==> src/rotr_pkg.sv <==
// Shared constants, types and helpers for the radio override and timing register group.
package rotr_pkg;

  // ==========================================================================
  // Clock and time base
  // ==========================================================================
  localparam int CLK_PERIOD_NS = 8;
  localparam int US_NS = 1000;
  localparam logic [15:0] US_CYCLES = 16'(US_NS / CLK_PERIOD_NS);
  localparam int RX_STEP_US = 5;
  localparam int SYMBOL_NS = 16000;
  localparam int CAL_HALF_SYMBOLS = 13;
  localparam int CAL_CYCLES_DEF = (CAL_HALF_SYMBOLS * SYMBOL_NS + 2 * CLK_PERIOD_NS - 1) / (2 * CLK_PERIOD_NS);

  // ==========================================================================
  // Register offsets, field positions and reset values
  // ==========================================================================
  localparam logic [5:0] ADDR_ID_UPPER = 6'h1f;
  localparam logic [5:0] ADDR_TIMING = 6'h20;
  localparam logic [5:0] ADDR_AND_MASK = 6'h21;
  localparam logic [5:0] ADDR_OR_MASK = 6'h22;
  localparam int RXD_LSB = 13;
  localparam int AMPL_LSB = 10;
  localparam int SWL_LSB = 6;
  localparam int ENDSW_LSB = 3;
  localparam int ENDAMP_LSB = 0;
  localparam logic [15:0] TIMING_RESET = 16'h7a94;
  localparam logic [15:0] AND_RESET = 16'hffff;
  localparam logic [15:0] OR_RESET = 16'h0000;
  localparam int BIT_SWITCH = 12;
  localparam int BIT_AMP_N = 10;
  localparam int BIT_AMP_P = 9;

  // ==========================================================================
  // Sequencer states, Gray coded along the usual path except ST_END to ST_IDLE
  // ==========================================================================
  typedef enum logic [2:0] {
    ST_IDLE = 3'h0,
    ST_CAL = 3'h1,
    ST_CHAIN = 3'h3,
    ST_RX = 3'h2,
    ST_LEAD = 3'h6,
    ST_TX = 3'h7,
    ST_END = 3'h5
  } rotr_state_e;

  // Converts a time in microseconds to clock cycles.
  function automatic logic [15:0] rotrUsToCycles(input logic [5:0] us);
    return 16'({10'h000, us} * US_CYCLES);
  endfunction

  // Counter load value that makes a phase last exactly the given cycles; zero cycles gives a one-cycle phase.
  function automatic logic [15:0] rotrLoadOf(input logic [15:0] cycles);
    return (cycles == 16'h0000) ? 16'h0000 : cycles - 16'h0001;
  endfunction

  // Larger of two cycle counts.
  function automatic logic [15:0] rotrMax(input logic [15:0] a, input logic [15:0] b);
    return (a > b) ? a : b;
  endfunction

endpackage

==> src/rotr_ovr_if.sv <==
// Interface carrying control values and masks into the override stage.
`timescale 1ns/1ps
`default_nettype none
interface rotr_ovr_if;
  logic [15:0] genCtrl;
  logic [15:0] andMask;
  logic [15:0] orMask;
  logic [15:0] effCtrl;
  logic upMixPd;

  // Override stage side.
  modport ovr (input genCtrl, input andMask, input orMask, output effCtrl, output upMixPd);
  // Register side.
  modport ctl (output genCtrl, output andMask, output orMask, input effCtrl, input upMixPd);
endinterface
`default_nettype wire

==> src/rotr_regs.sv <==
// Register group for identification, sequencer timing and manual control overrides.
// Behaviour
// - Upper identity bits 15:12 hold a fixed revision; writes are ignored.
// - Upper identity bits 11:0 hold the upper part code, read only.
// - Demodulator enables rx_chain_to_demod_delay times 5 us after the receive chain.
// - Receive chain starts only after filter calibration, 6.5 symbol periods.
// - Amplifier powers up amp_lead_time microseconds before transmit is enabled.
// - Switch goes high switch_lead_time microseconds before transmit is enabled.
// - Switch drops tx_end_switch_delay microseconds after the last chip.
// - Amplifier and modulator stop tx_end_amp_off_delay microseconds after the last chip.
// - Each effective line is generated value AND mask bit, then OR mask bit.
// - AND masks and OR masks sit in two registers, same bit per line.
// - AND 0xFFFE with OR 0x0000 forces front-end power-down low only.
// - AND 0xFFFF with OR 0x0001 forces front-end power-down high only.
// - Bit 15 overrides the active-low gain amplifier peak detector reset.
// - OR bit 14 forces global bias power-down; AND bit 14 gates it like every other AND bit.
// - Bit 13 overrides the external amplifier bias switch.
// - Bit 12 overrides buffer select: oscillator buffers at 0, amplifier at 1.
// - Bits 10 and 9 override amplifier halves; both down also downs mixers.
// - Bits 11,8,5,4,3,2,1,0 override the remaining block power-downs.
// - Bit 6 overrides the filter calibration oscillator power-down.
`timescale 1ns/1ps
`default_nettype none
module rotr_regs
  import rotr_pkg::*;
#(
  parameter int CAL_CYCLES = CAL_CYCLES_DEF,
  // Arbitrary identity values.
  parameter logic [3:0] REVISION = 4'h1,
  parameter logic [11:0] PART_UPPER = 12'h5a3
) (
  // Clock and reset.
  input wire logic clk,
  input wire logic rst,
  // Register port.
  input wire logic [5:0] regAddr,
  input wire logic regWrEn,
  input wire logic [15:0] regWrData,
  input wire logic regRdEn,
  output logic [15:0] regRdData,
  output logic regRdValid,
  // Requests from the radio control logic.
  input wire logic rxOn,
  input wire logic txStart,
  input wire logic lastChip,
  input wire logic [15:0] genCtrl,
  // Sequenced enables.
  output logic rxChainEn,
  output logic demodEn,
  output logic ampOn,
  output logic switchOn,
  output logic txEnable,
  output logic modulatorEn,
  // Effective analog controls.
  output logic [15:0] ctrlEff,
  output logic upMixPowerdown
);

  // ==========================================================================
  // State
  // ==========================================================================
  typedef struct packed {
    rotr_state_e state;
    logic [15:0] rdData;
    logic rdValid;
    logic [15:0] timing;
    logic [15:0] andM;
    logic [15:0] orM;
    logic chainEn;
    logic demod;
    logic amp;
    logic sw;
    logic tx;
    logic mod;
  } rotr_regs_s;

  localparam logic [15:0] CAL_LOAD = 16'(CAL_CYCLES - 1);

  rotr_regs_s r_reg;
  rotr_regs_s r_next;
  logic ldEn;
  logic [15:0] ldVal;
  logic [15:0] cnt;
  logic cntZero;
  logic [15:0] rxDelayC;
  logic [15:0] ampLeadC;
  logic [15:0] swLeadC;
  logic [15:0] endSwC;
  logic [15:0] endAmpC;
  logic [15:0] leadMaxC;
  logic [15:0] endMaxC;
  logic [15:0] genMix;

  rotr_ovr_if ovrBus ();

  // ==========================================================================
  // Phase timer and override stage
  // ==========================================================================
  rotr_countdown u_countdown (
    .clk(clk),
    .rst(rst),
    .load(ldEn),
    .loadValue(ldVal),
    .count(cnt),
    .zero(cntZero)
  );

  rotr_override u_override (
    .clk(clk),
    .rst(rst),
    .bus(ovrBus.ovr)
  );

  // Sequencer owns the switch and amplifier lines; the rest come from outside.
  always_comb begin
    genMix = genCtrl;
    genMix[BIT_SWITCH] = r_reg.sw;
    genMix[BIT_AMP_N] = ~r_reg.amp;
    genMix[BIT_AMP_P] = ~r_reg.amp;
  end

  assign ovrBus.genCtrl = genMix;
  assign ovrBus.andMask = r_reg.andM;
  assign ovrBus.orMask = r_reg.orM;

  // ==========================================================================
  // Time constants in cycles
  // ==========================================================================
  // Field values are turned into cycle counts at the 125 MHz clock.
  always_comb begin
    rxDelayC = rotrUsToCycles(6'(r_reg.timing[RXD_LSB +: 3] * RX_STEP_US));
    ampLeadC = rotrUsToCycles({3'h0, r_reg.timing[AMPL_LSB +: 3]});
    swLeadC = rotrUsToCycles({2'h0, r_reg.timing[SWL_LSB +: 4]});
    endSwC = rotrUsToCycles({3'h0, r_reg.timing[ENDSW_LSB +: 3]});
    endAmpC = rotrUsToCycles({3'h0, r_reg.timing[ENDAMP_LSB +: 3]});
    leadMaxC = rotrMax(ampLeadC, swLeadC);
    endMaxC = rotrMax(endSwC, endAmpC);
  end

  // ==========================================================================
  // Register access, sequencer and enables
  // ==========================================================================
  // Register writes, read decode, phase transitions and registered enables.
  always_comb begin
    r_next = r_reg;
    ldEn = 1'b0;
    ldVal = 16'h0000;
    r_next.rdValid = regRdEn;

    // Read decode; unmapped addresses read as zero.
    if (regRdEn) begin
      if (regAddr == ADDR_ID_UPPER) begin
        r_next.rdData = {REVISION, PART_UPPER};
      end else if (regAddr == ADDR_TIMING) begin
        r_next.rdData = r_reg.timing;
      end else if (regAddr == ADDR_AND_MASK) begin
        r_next.rdData = r_reg.andM;
      end else if (regAddr == ADDR_OR_MASK) begin
        r_next.rdData = r_reg.orM;
      end else begin
        r_next.rdData = 16'h0000;
      end
    end

    // Write decode; the identity word takes no writes.
    if (regWrEn) begin
      if (regAddr == ADDR_TIMING) begin
        r_next.timing = regWrData;
      end else if (regAddr == ADDR_AND_MASK) begin
        r_next.andM = regWrData;
      end else if (regAddr == ADDR_OR_MASK) begin
        r_next.orM = regWrData;
      end
    end

    // Phase sequencing.
    case (r_reg.state)
      ST_IDLE: begin
        if (txStart) begin
          r_next.state = ST_LEAD;
          ldEn = 1'b1;
          ldVal = rotrLoadOf(leadMaxC);
        end else if (rxOn) begin
          r_next.state = ST_CAL;
          ldEn = 1'b1;
          ldVal = CAL_LOAD;
        end
      end
      ST_CAL: begin
        if (!rxOn) begin
          r_next.state = ST_IDLE;
        end else if (cntZero) begin
          r_next.state = ST_CHAIN;
          ldEn = 1'b1;
          ldVal = rotrLoadOf(rxDelayC);
        end
      end
      ST_CHAIN: begin
        if (!rxOn) begin
          r_next.state = ST_IDLE;
        end else if (cntZero) begin
          r_next.state = ST_RX;
        end
      end
      ST_RX: begin
        if (txStart) begin
          r_next.state = ST_LEAD;
          ldEn = 1'b1;
          ldVal = rotrLoadOf(leadMaxC);
        end else if (!rxOn) begin
          r_next.state = ST_IDLE;
        end
      end
      ST_LEAD: begin
        if (cntZero) begin
          r_next.state = ST_TX;
        end
      end
      ST_TX: begin
        if (lastChip) begin
          r_next.state = ST_END;
          ldEn = 1'b1;
          ldVal = rotrLoadOf(endMaxC);
        end
      end
      ST_END: begin
        if (cntZero) begin
          r_next.state = ST_IDLE;
        end
      end
      default: begin
        r_next.state = ST_IDLE;
      end
    endcase

    // Enables follow the current phase one cycle later.
    r_next.chainEn = (r_reg.state == ST_CHAIN) || (r_reg.state == ST_RX);
    r_next.demod = (r_reg.state == ST_RX);
    r_next.tx = (r_reg.state == ST_TX);
    r_next.amp = ((r_reg.state == ST_LEAD) && (cnt < ampLeadC))
      || (r_reg.state == ST_TX)
      || ((r_reg.state == ST_END) && ({1'b0, cnt} + {1'b0, endAmpC} >= {1'b0, endMaxC}));
    r_next.sw = ((r_reg.state == ST_LEAD) && (cnt < swLeadC))
      || (r_reg.state == ST_TX)
      || ((r_reg.state == ST_END) && ({1'b0, cnt} + {1'b0, endSwC} >= {1'b0, endMaxC}));
    r_next.mod = (r_reg.state == ST_TX)
      || ((r_reg.state == ST_END) && ({1'b0, cnt} + {1'b0, endAmpC} >= {1'b0, endMaxC}));
  end

  // State register; masks come out of reset passing every line unchanged.
  always_ff @(posedge clk) begin
    if (rst) begin
      r_reg <= '0;
      r_reg.state <= ST_IDLE;
      r_reg.timing <= TIMING_RESET;
      r_reg.andM <= AND_RESET;
      r_reg.orM <= OR_RESET;
    end else begin
      r_reg <= r_next;
    end
  end

  // ==========================================================================
  // Outputs
  // ==========================================================================
  // Every output is a flip-flop of this module or of the override stage.
  assign regRdData = r_reg.rdData;
  assign regRdValid = r_reg.rdValid;
  assign rxChainEn = r_reg.chainEn;
  assign demodEn = r_reg.demod;
  assign ampOn = r_reg.amp;
  assign switchOn = r_reg.sw;
  assign txEnable = r_reg.tx;
  assign modulatorEn = r_reg.mod;
  assign ctrlEff = ovrBus.effCtrl;
  assign upMixPowerdown = ovrBus.upMixPd;

  // ==========================================================================
  // Checks
  // ==========================================================================
  logic [15:0] calCnt;
  logic [15:0] chainCnt;

  // Cycle counters of the calibration and chain phases, for the checks only.
  always_ff @(posedge clk) begin
    if (rst || r_reg.state != ST_CAL) begin
      calCnt <= 16'h0000;
    end else begin
      calCnt <= calCnt + 16'h0001;
    end
    if (rst || r_reg.state != ST_CHAIN) begin
      chainCnt <= 16'h0000;
    end else begin
      chainCnt <= chainCnt + 16'h0001;
    end
  end

  chk_id_readonly: assert property (@(posedge clk) disable iff (rst)
    (regRdEn && regAddr == ADDR_ID_UPPER) |=> regRdData == {REVISION, PART_UPPER})
    else $error("Identity word read back wrong.");

  chk_timing_reset: assert property (@(posedge clk) disable iff (rst)
    $fell(rst) |-> r_reg.timing == TIMING_RESET)
    else $error("Time constants not at reset value.");

  chk_mask_reset: assert property (@(posedge clk) disable iff (rst)
    $fell(rst) |-> (r_reg.andM == AND_RESET) && (r_reg.orM == OR_RESET))
    else $error("Masks not at reset value.");

  chk_mask_write: assert property (@(posedge clk) disable iff (rst)
    (regWrEn && regAddr == ADDR_OR_MASK) |=> r_reg.orM == $past(regWrData))
    else $error("OR mask write lost.");

  chk_cal_wait: assert property (@(posedge clk) disable iff (rst)
    (r_reg.state == ST_CAL && r_next.state == ST_CHAIN) |-> calCnt == CAL_LOAD)
    else $error("Receive chain started before calibration time.");

  chk_demod_delay: assert property (@(posedge clk) disable iff (rst)
    (r_reg.state == ST_CHAIN && r_next.state == ST_RX) |-> chainCnt == rotrLoadOf(rxDelayC))
    else $error("Demodulator delay wrong.");

  chk_tx_leads: assert property (@(posedge clk) disable iff (rst)
    $rose(txEnable) |-> ampOn && (switchOn || swLeadC == 16'h0000))
    else $error("Transmit enabled before amplifier or switch.");

  chk_mod_with_amp: assert property (@(posedge clk) disable iff (rst)
    modulatorEn |-> ampOn)
    else $error("Modulator on while amplifier off.");

  chk_switch_off_end: assert property (@(posedge clk) disable iff (rst)
    (r_reg.state == ST_END && ({1'b0, cnt} + {1'b0, endSwC} < {1'b0, endMaxC})) |=> !switchOn)
    else $error("Switch still on after end delay.");

  chk_force_low: assert property (@(posedge clk) disable iff (rst)
    (r_reg.andM == 16'hfffe && r_reg.orM == 16'h0000) |=> !ctrlEff[0])
    else $error("Front-end power-down not forced low.");

  chk_force_high: assert property (@(posedge clk) disable iff (rst)
    (r_reg.andM == 16'hffff && r_reg.orM == 16'h0001) |=> ctrlEff[0])
    else $error("Front-end power-down not forced high.");

  chk_upmix_pd: assert property (@(posedge clk) disable iff (rst)
    (r_reg.orM[BIT_AMP_N] && r_reg.orM[BIT_AMP_P]) |=> upMixPowerdown)
    else $error("Up-conversion mixers not powered down.");

endmodule
`default_nettype wire

==> src/rotr_countdown.sv <==
// Loadable down counter that times the sequencer phases.
`timescale 1ns/1ps
`default_nettype none
module rotr_countdown
  import rotr_pkg::*;
(
  // Clock and reset.
  input wire logic clk,
  input wire logic rst,
  // Load request.
  input wire logic load,
  input wire logic [15:0] loadValue,
  // Counter state.
  output logic [15:0] count,
  output logic zero
);

  typedef struct packed {
    logic [15:0] cnt;
  } rotr_cd_s;

  rotr_cd_s r_reg;
  rotr_cd_s r_next;

  // A load wins over counting; the counter rests at zero.
  always_comb begin
    r_next = r_reg;
    if (load) begin
      r_next.cnt = loadValue;
    end else if (r_reg.cnt != 16'h0000) begin
      r_next.cnt = r_reg.cnt - 16'h0001;
    end
  end

  // State register.
  always_ff @(posedge clk) begin
    if (rst) begin
      r_reg <= '0;
    end else begin
      r_reg <= r_next;
    end
  end

  // Outputs.
  assign count = r_reg.cnt;
  assign zero = (r_reg.cnt == 16'h0000);

endmodule
`default_nettype wire

==> src/rotr_override.sv <==
// AND-then-OR manual override stage for the analog control lines.
`timescale 1ns/1ps
`default_nettype none
module rotr_override
  import rotr_pkg::*;
(
  // Clock and reset.
  input wire logic clk,
  input wire logic rst,
  // Control values and masks.
  rotr_ovr_if.ovr bus
);

  typedef struct packed {
    logic [15:0] eff;
    logic upMix;
  } rotr_ovr_s;

  rotr_ovr_s r_reg;
  rotr_ovr_s r_next;
  logic [15:0] used;

  // Each line is the generated value gated by its AND bit, then forced by its OR bit.
  for (genvar i = 0; i < 16; i++) begin : gen_bit
    assign used[i] = (bus.genCtrl[i] & bus.andMask[i]) | bus.orMask[i];
  end

  // Both amplifier halves down also powers down the up-conversion mixers.
  always_comb begin
    r_next = r_reg;
    r_next.eff = used;
    r_next.upMix = used[BIT_AMP_N] & used[BIT_AMP_P];
  end

  // State register; after reset every line and the mixer power-down sit at zero.
  always_ff @(posedge clk) begin
    if (rst) begin
      r_reg <= '0;
    end else begin
      r_reg <= r_next;
    end
  end

  assign bus.effCtrl = r_reg.eff;
  assign bus.upMixPd = r_reg.upMix;

  chk_override_eff: assert property (@(posedge clk) disable iff (rst)
    !$past(rst) |-> bus.effCtrl == (($past(bus.genCtrl) & $past(bus.andMask)) | $past(bus.orMask)))
    else $error("Effective controls do not follow the masks.");

endmodule
`default_nettype wire

==> config.mk <==
export PLATFORM = sky130hd
export DESIGN_NAME = rotr_regs
export DESIGN_NICKNAME = d
export VERILOG_FILES = /design/src/rotr_pkg.sv /design/src/rotr_ovr_if.sv /design/src/rotr_regs.sv /design/src/rotr_countdown.sv /design/src/rotr_override.sv
export SDC_FILE = /design/constraint.sdc
export NUM_CORES = 1
export LEC_CHECK = 0
export ABC_AREA = 1
export BUFFER_PORTS_ARGS = -buffer_cell sky130_fd_sc_hd__buf_2
export CORE_ASPECT_RATIO = 0.9
export CORE_MARGIN = 2
export CORE_UTILIZATION = 50
export DETAILED_ROUTE_END_ITERATION = 6
export GPL_ROUTABILITY_DRIVEN = 0
export PLACE_DENSITY = 0.67
export SETUP_SLACK_MARGIN = 0.15
export SLEW_MARGIN = 20
export SYNTH_ARGS = -nofsm -noshare
export SYNTH_HDL_FRONTEND = slang
export SYNTH_SLANG_ARGS = --single-unit
==> constraint.sdc <==
create_clock -name clk -period 10.1 [get_ports clk]
set_clock_uncertainty 0.15 [all_clocks]
set_input_delay 0.505 -clock clk [delete_from_list [all_inputs] [get_ports clk]]
set_output_delay 0.505 -clock clk [all_outputs]
set_load 0.03 [all_outputs]
# Word level (Yosys, flattened, before mapping)
# Cells that the tools add are included.
# totals
ff_bits	107
in_bits	45
output_inout_bits	40
word_cells	144
# classes
addsub	6
mul	6
magnitude_cmp	6
n_eq_ne	17
n_mux	37
n_bitwise	36
reduce_logical	21
# ops
op	count
$mux W16	14
$logic_not A16 Y1	4
$pmux W16 S4	1
$add A16 B10 Y17	2
$ge A17 B10 Y1	2
$mux W3	11
$mul A3 B7 Y10 const B	3
$pmux W3 S7	1
$eq A6 B6 Y1 const B	3
$and A1 B1 Y1	17
$lt A16 B10 Y1	1
$lt A16 B11 Y1	1
$or A1 B1 Y1	16
$reduce_bool A16 Y1	1
$sub A16 B1 Y16 const B	1
$mux W14	1
$sub A13 B1 Y14 const B	1
$mul A6 B7 Y13 const B	1
$ne A3 B3 Y1 const B	4
$sub A11 B1 Y12 const B	1
$gt A10 B11 Y1	1
$mul A4 B7 Y11 const B	1
$mux W11	1
$sub A10 B1 Y11 const B	1
other kinds (19)	39

# Longest topological paths before layout
# Gate-level depths: netlist (run 1).
# depth
ltp_word	8
depth_mapped	31
ltp_nobuf	31

# Hierarchy
# Synthesis (run 1) repeated with hierarchy kept, for this count alone.
# unflattened
cells_unflattened	1540
area_unflattened_um2	10734.0
# modules_own_cells
module	n_inst	cells_each	area_per_inst_um2	seq_area_each_um2
rotr_regs	1	1305	9087.5	1481.4
rotr_countdown	1	179	1114.8	320.3
rotr_override	1	56	531.8	340.3

# Worst setup path before layout (run 1)
# OpenSTA, ideal clock, no wires.
# synth_timing
kind	register to register
from	register r_reg[43] (netlist bit)
to	register r_reg, in the netlist switchOn
setup_ns	0.132
arrival_time_ns	4.750
t_required_ns	9.818
setup_slack_ns	5.067
stages_incl_launch_ff	26
path_buffers	1
period_less_slack_ns	5.033
cell_sequence	dfxtp_1 > fa_1 > inv_1 > fa_1 > fa_1 > inv_1 > ha_1 > nand2_1 > nor4_1 > nand2_1 > nand2_4 > buf_6 > nand2_1 > o21ai_1 > inv_1 > ha_1 > o211ai_1 > nand2_1 > nand3_1 > a21boi_0 > o211ai_1 > a21boi_0 > o21ai_0 > o2111ai_1 > a21oi_1 > a21oi_1
# synth_between
elab_chain_cells	6
word_cells_on_any_way	7
cone_classes	add/sub (1); mul (1); order compare (2); mux (1); reduce/logical (2)
# synth_lines
element	line	text
from (decl)	rotr_regs.sv:79	rotr_regs_s r_reg;
from (signal assigned)	rotr_regs.sv:259	r_reg <= r_next;
$mul A3 B7 Y10 *	rotr_pkg.sv:49	return 16'({10'h000, us} * US_CYCLES);
branches (longest 2 deep; another with $add A16 B10 Y17)	-	
$ge A17 B10 Y1 *	rotr_regs.sv:245	|| ((r_reg.state == ST_END) && ({1'b0, cnt} + {1'b0, endSwC} >= {1'b0, endMaxC}));
$logic_and A1 B1 Y1 *	rotr_regs.sv:245	
$logic_or A1 B1 Y1 *	rotr_regs.sv:245	
# Every way passes the cells marked *.
# A chain may end at the register's enable or synchronous reset.

# Final worst setup path (run 1)
# layout_timing
from	register r_reg[40] (netlist bit)
to	register r_reg, in the netlist switchOn
# layout_between
elab_chain_cells	6
# layout_lines
element	line	text
$mul A3 B7 Y10 *	rotr_pkg.sv:49	
$gt A10 B10 Y1	rotr_pkg.sv:59	return (a > b) ? a : b;
$mux W10 *	rotr_pkg.sv:59	
$ge A17 B10 Y1 *	rotr_regs.sv:245	
$logic_and A1 B1 Y1 *	rotr_regs.sv:245	
$logic_or A1 B1 Y1 *	rotr_regs.sv:245	
# Every way passes the cells marked *; elsewhere a longest branch is shown, timed or not.

==> results of run 1 <==
-- per-layer routing --
layer	routed length [µm]	share of wire	up-vias
met2	12600	0.44	285
met5	0	0	-
met1	13550	0.48	4517
li1	-	-	5019
met3	1847	0.065	35
met4	466	0.016	0
-- worst reg2reg max path, delay by kind of cell, from the launching register on --
| kind | cells | cell delay [ns] |
|---|---|---|
| buffers and inverters | 4 | 0.54 |
| and+or+nand+nor | 8 | 0.89 |
| AOI/OAI and AO/OA | 10 | 2.15 |
| adders and majority gates | 4 | 1.77 |
| DFF | 1 | 0.42 |
-- how the worst max path moves through the flow --
stage	depth (start not counted)	slack, ns	end	startpoint
5_1_grt	26	3.54	switchOn	r_reg[40]
6_report	26	4.05	switchOn	r_reg[40]
2_1_floorplan	25	5.07	switchOn	r_reg[43]
3_5_place_dp	26	4.14	switchOn	r_reg[40]
4_1_cts	26	4.12	switchOn	r_reg[40]
3_3_place_gp	26	4.21	switchOn	r_reg[40]
-- area by class of cell --
cell class              instances  area (µm²)
multi-input cells            1131        7124
clock inverters                 6       65.06
flip-flops and latches        107        2142
fillers                      2047        8986
repair buffers                 86       442.9
clock buffers                  10       239.0
inverters                     227       852.1
well taps                     255       319.1
-- power breakdown --
part           internal [mW]  switching, mW
logic                  0.364          0.598
clock network          0.183          0.194
registers              0.466          0.103
total                   1.01          0.894
-- cells in the final DEF, fill, tap and decap left out, types with 7 or more instances in the layout --
cell type,n
nand4_1,13
ha_1,153
clkbuf_16,9
inv_1,224
nor3_1,18
nand3_1,83
a21oi_1,118
dfxtp_1,107
nand3b_1,9
o21ai_1,7
a31oi_1,9
nor4_1,7
xnor2_1,19
nand2_1,327
nor2_1,131
o21ai_0,106
xor2_1,39
fa_1,26
buf_2,81
-- cell families (layout without fill, tap and decap cells) --
| logic type | after synthesis | in the layout | share of synthesized area |
|---|---|---|---|
| compound gates | 279 | 279 | 0.1473 |
| fa+ha+maj | 179 | 179 | 0.2348 |
| buf+inv | 272 | 329 | 0.1065 |
| xor+xnor | 58 | 58 | 0.04898 |
| flops | 107 | 107 | 0.2065 |
| simple gates | 615 | 615 | 0.2559 |
==> flow_summary.json, run 1 <==
{
  "dp_slack_ns": 4.136,
  "path_common_cell": "nand2_1",
  "setup_slack_ns": 4.051,
  "power_mw": 1.908,
  "maxCapViolCount": 0,
  "antenna_cells": 0,
  "slowest_stage": "o31ai_1",
  "h-tree-depth": 3,
  "grt_pass1_vias": 9012,
  "fin_area_um2": 11180,
  "drtPass1Iterations": 5,
  "portBuffers": 81,
  "fmax_mhz": 165.3,
  "grtUsageMet3": 0.02828,
  "whs_ns": 0.2251,
  "min_period_ns": 6.049,
  "tightest_slew_ns": 1.049,
  "finalMaxSlewViolations": 0,
  "fp.coreArea_um2": 20170,
  "antenna_left": 0,
  "synth_nets": 1734,
  "start_util": 0.5142,
  "hpwl_um": 22520,
  "p_leak_nw": 5.707,
  "postRouteWirelength_um": 28470,
  "die_width_um": 155.8,
  "endpoint_kind": "flop",
  "place_inst": 1806,
  "drc_errors": 0,
  "cts_buffers": 9,
  "path_class": "reg2reg",
  "crit_buf_inv": 4,
  "layout-drive-gt1-share": 0.08551,
  "finalCritPeriodShare": 0.5990,
  "largest_reg_flops": 19,
  "yosysUniqueCellTypes": 51,
  "worstReg2RegStart": "r_reg[40]",
  "crit_path_start_kind": "flop",
  "clockBufferDepth": 2,
  "slew_headroom": 0.2932,
  "peakVddDrop_mv": 0.07924,
  "ys_warn_count": 0,
  "pin_count": 85,
  "worstHoldPathCells": 3,
  "cts_sinks": 107,
  "dieArea_um2": 21910,
  "grt_usage": 0.2605,
  "antenna_found_initial": 0,
  "powerDensity_nw_per_um2": 170.6,
  "syn_inst": 1510,
  "syn_to_final_growth_pct": 7.842,
  "final_cell_count_no_fill": 1822,
  "synth_area_leader_cell": "dfxtp_1",
  "chipHeight_um": 140.6,
  "path_clk_slew_ns": 0.08,
  "cts_tree": "built",
  "min-delay-start": "regWrData[5]",
  "grt_overflow_total": 0,
  "grt_pass1_wl_um": 45490,
  "finalHoldViolCount": 0,
  "synth-edff-count": 0,
  "cpPeakStageDelay_ns": 0.66,
  "vias": 9856,
  "synth_seq_cells": 107,
  "worstReg2RegEnd": "switchOn",
  "layout.nets": 1786,
  "rsz0062_at_grt": "false",
  "grtUsageMet1": 0.3802,
  "cts_hold_buffers": 0,
  "hold_class": "in2reg",
  "synth_most_common_cell": "nand2_1",
  "finalSetupViolCount": 0,
  "syn_area_um2": 10370,
  "r2r_cells": 26,
  "critPathMaxFanout": 15,
  "insertion_delay_ns": 0.36,
  "status": "finished, final reports clean",
  "hold_end": "ovrBus.andMask[5]",
  "yosys-top-cells-area": "dfxtp_1, ha_1, nand2_1, inv_1, a21oi_1",
  "critPathTopFamily": "compound AO/OA/AOI/OAI gates",
  "async_flop_share": 0,
  "yosysTopAreaCellShare": 0.2065,
  "tns_ns": 0,
  "synth-main-ff-cell": "dfxtp_1",
  "root_buffer": "clkbuf_16",
  "grt.busiest_layer": "met2",
  "final_core_util": 0.5545,
  "ys_seq_area_frac": 0.2065,
  "post_cts_buffers": 0,
  "wire_per_inst_um": 15.63,
  "first_iter_violations": 768,
  "crit_arrival_ns": 6.13,
  "ff2ff_setup_slack_ns": 4.05,
  "avgSynthCellArea_um2": 6.868,
  "placementRows": 49,
  "ys_top_cells_by_count": "nand2_1, inv_1, ha_1",
  "placed_cell_area_um2": 10880,
  "grtUsageMet2": 0.4124,
  "via_per_inst": 5.409,
  "grt_max_degree": 54,
  "cts-resized-gates": 0,
  "crit_required_ns": 10.18
}
No activity file was read; power rests on OpenSTA's default activity.
==> run 2: changes to the inputs <==
--- a/config.mk
+++ b/config.mk
@@ -12,7 +12,7 @@
 export CORE_UTILIZATION = 50
 export DETAILED_ROUTE_END_ITERATION = 6
 export GPL_ROUTABILITY_DRIVEN = 0
-export PLACE_DENSITY = 0.67
+export PLACE_DENSITY = 0.69
 export SETUP_SLACK_MARGIN = 0.15
 export SLEW_MARGIN = 20
 export SYNTH_ARGS = -nofsm -noshare
==> constraint.sdc (replaced) <==
create_clock -name clk -period 5.5 [get_ports clk]
set_clock_uncertainty 0.15 [all_clocks]
set_input_delay 0.275 -clock clk [delete_from_list [all_inputs] [get_ports clk]]
set_output_delay 0.275 -clock clk [all_outputs]
set_load 0.03 [all_outputs]
==> run 2 against run 1 <==
Non-clock buffer count up 30. Power up 83%. Clock power up 74%. Fmax up 20%. First-iteration DRC count down 5.9%. Critical path type unchanged. Largest cell class unchanged. Highest routed layer unchanged.
==> flow_summary.json, run 2 (synthesized netlist as in run 1, its figures left out) <==
{
  "chipHeight_um": 140.6,
  "fmax_mhz": 198.3,
  "die_width_um": 155.8,
  "grt_usage": 0.2645,
  "finalSetupViolCount": 0,
  "grt_overflow_total": 0,
  "path_clk_slew_ns": 0.08,
  "final_common_cell": "nand2_1",
  "cts_tree": "built",
  "final_cell_count_no_fill": 1851,
  "powerDensity_nw_per_um2": 304.5,
  "min_period_ns": 5.043,
  "largest_reg_flops": 19,
  "tns_ns": 0,
  "critPathMaxFanout": 9,
  "antenna_found_initial": 0,
  "antenna_left": 0,
  "endpoint_kind": "flop",
  "first_iter_violations": 723,
  "cts_buffers": 9,
  "finalMaxSlewViolations": 0,
  "insertion_delay_ns": 0.36,
  "antenna_cells": 0,
  "start_util": 0.5142,
  "crit_required_ns": 5.59,
  "postRouteWirelength_um": 28790,
  "crit_arrival_ns": 5.13,
  "layout-drive-gt1-share": 0.1084,
  "hold_class": "in2reg",
  "finalHoldViolCount": 0,
  "grt_max_degree": 54,
  "grt_pass1_wl_um": 46170,
  "hpwl_um": 22780,
  "status": "finished, final reports clean",
  "place_inst": 1822,
  "drtPass1Iterations": 5,
  "p_leak_nw": 5.846,
  "nFillCells": 1972,
  "tightest_slew_ns": 0.9207,
  "path_class": "reg2reg",
  "root_buffer": "clkbuf_16",
  "pin_count": 85,
  "placementRows": 49,
  "peakVddDrop_mv": 0.2283,
  "slew_headroom": 0.3856,
  "final_core_util": 0.5694,
  "final_cell_mix": "nand2_1, inv_1, ha_1",
  "whs_ns": 0.005758,
  "dieArea_um2": 21910,
  "rsz0062_at_grt": "true",
  "h-tree-depth": 3,
  "crit_path_start_kind": "flop",
  "grt_pass1_vias": 9126,
  "wire_per_inst_um": 15.55,
  "drc_errors": 0,
  "finalCritPeriodShare": 0.9169,
  "syn_to_final_growth_pct": 10.74,
  "via_per_inst": 5.422,
  "portBuffers": 81,
  "clockBufferDepth": 2,
  "layout.nets": 1816,
  "fp.coreArea_um2": 20170,
  "maxCapViolCount": 0,
  "vias": 10040,
  "cts_sinks": 107
}
run 2: worst paths after layout:
check                 from            endpoint  slack, ns  cells after the start
max              r_reg[43]         modulatorEn       0.46                     24
min          regWrData[13]  ovrBus.andMask[13]      0.006                      3
max reg2reg      r_reg[43]         modulatorEn       0.46                     24
min reg2reg   regRdData[3]        regRdData[3]       0.32                      2
run 2: worst max-delay path, cell delays in order, from the launching register on:
cell and delay (ns):
dfxtp_1 0.33, fa_1 0.59, inv_1 0.11, fa_2 0.42
fa_1 0.49, inv_1 0.09, ha_1 0.31, nand2_1 0.08
nor4_2 0.32, nand2_2 0.17, nand2_4 0.12, buf_4 0.17
nand2_1 0.07, nand2_2 0.17, ha_1 0.27, nand2_1 0.11
nor2_1 0.05, nand4_1 0.07, nand3b_1 0.08, a221oi_2 0.22
nand2_1 0.09, a21oi_1 0.13, nand3_1 0.12, nand2_1 0.09
nand2_1 0.10
run 2: report_power, final:
group | switching (mW) | internal [mW]
logic | 1.11 | 0.689
clock network | 0.337 | 0.317
registers | 0.190 | 0.856
run 2: routing by layer:
metal  track usage  vias to the layer above  share of wire
met5             0                        -              0
met2        0.4073                      316           0.44
met4       0.05987                        0          0.016
met1        0.3911                     4607           0.47
met3       0.03843                       33          0.068
li1              -                     5081              -
run 2: area by class of cell:
class / count / area, µm² / share of cell area
Clock inverter: 6 / 57.56 / 0.005011
Clock buffer: 9 / 225.2 / 0.01961
Multi-Input combinational cell: 1131 / 7194 / 0.6264
Tap cell: 255 / 319.1 / 0.02778
Inverter: 227 / 852.1 / 0.07419
Sequential cell: 107 / 2146 / 0.1868
Timing Repair Buffer: 116 / 690.7 / 0.06014
run 2: per-stage QoR:
stage                     setup slack (ns)  area, µm²  power [mW]
final                               0.4571      11480       3.497
after global routing                0.1108      11480       3.791
after CTS                           0.2151      11360       3.456
after detailed placement            0.2351      11000       2.794
after global placement              0.3501      11000       2.753
after floorplan                     0.4674      10370       2.331
run 2: repair_timing:
action,CTS,global route
buffers inserted,0,5
resized for setup,0,21
hold buffers,8,1
hold endpoints to repair,8,1
setup endpoints to repair,0,17
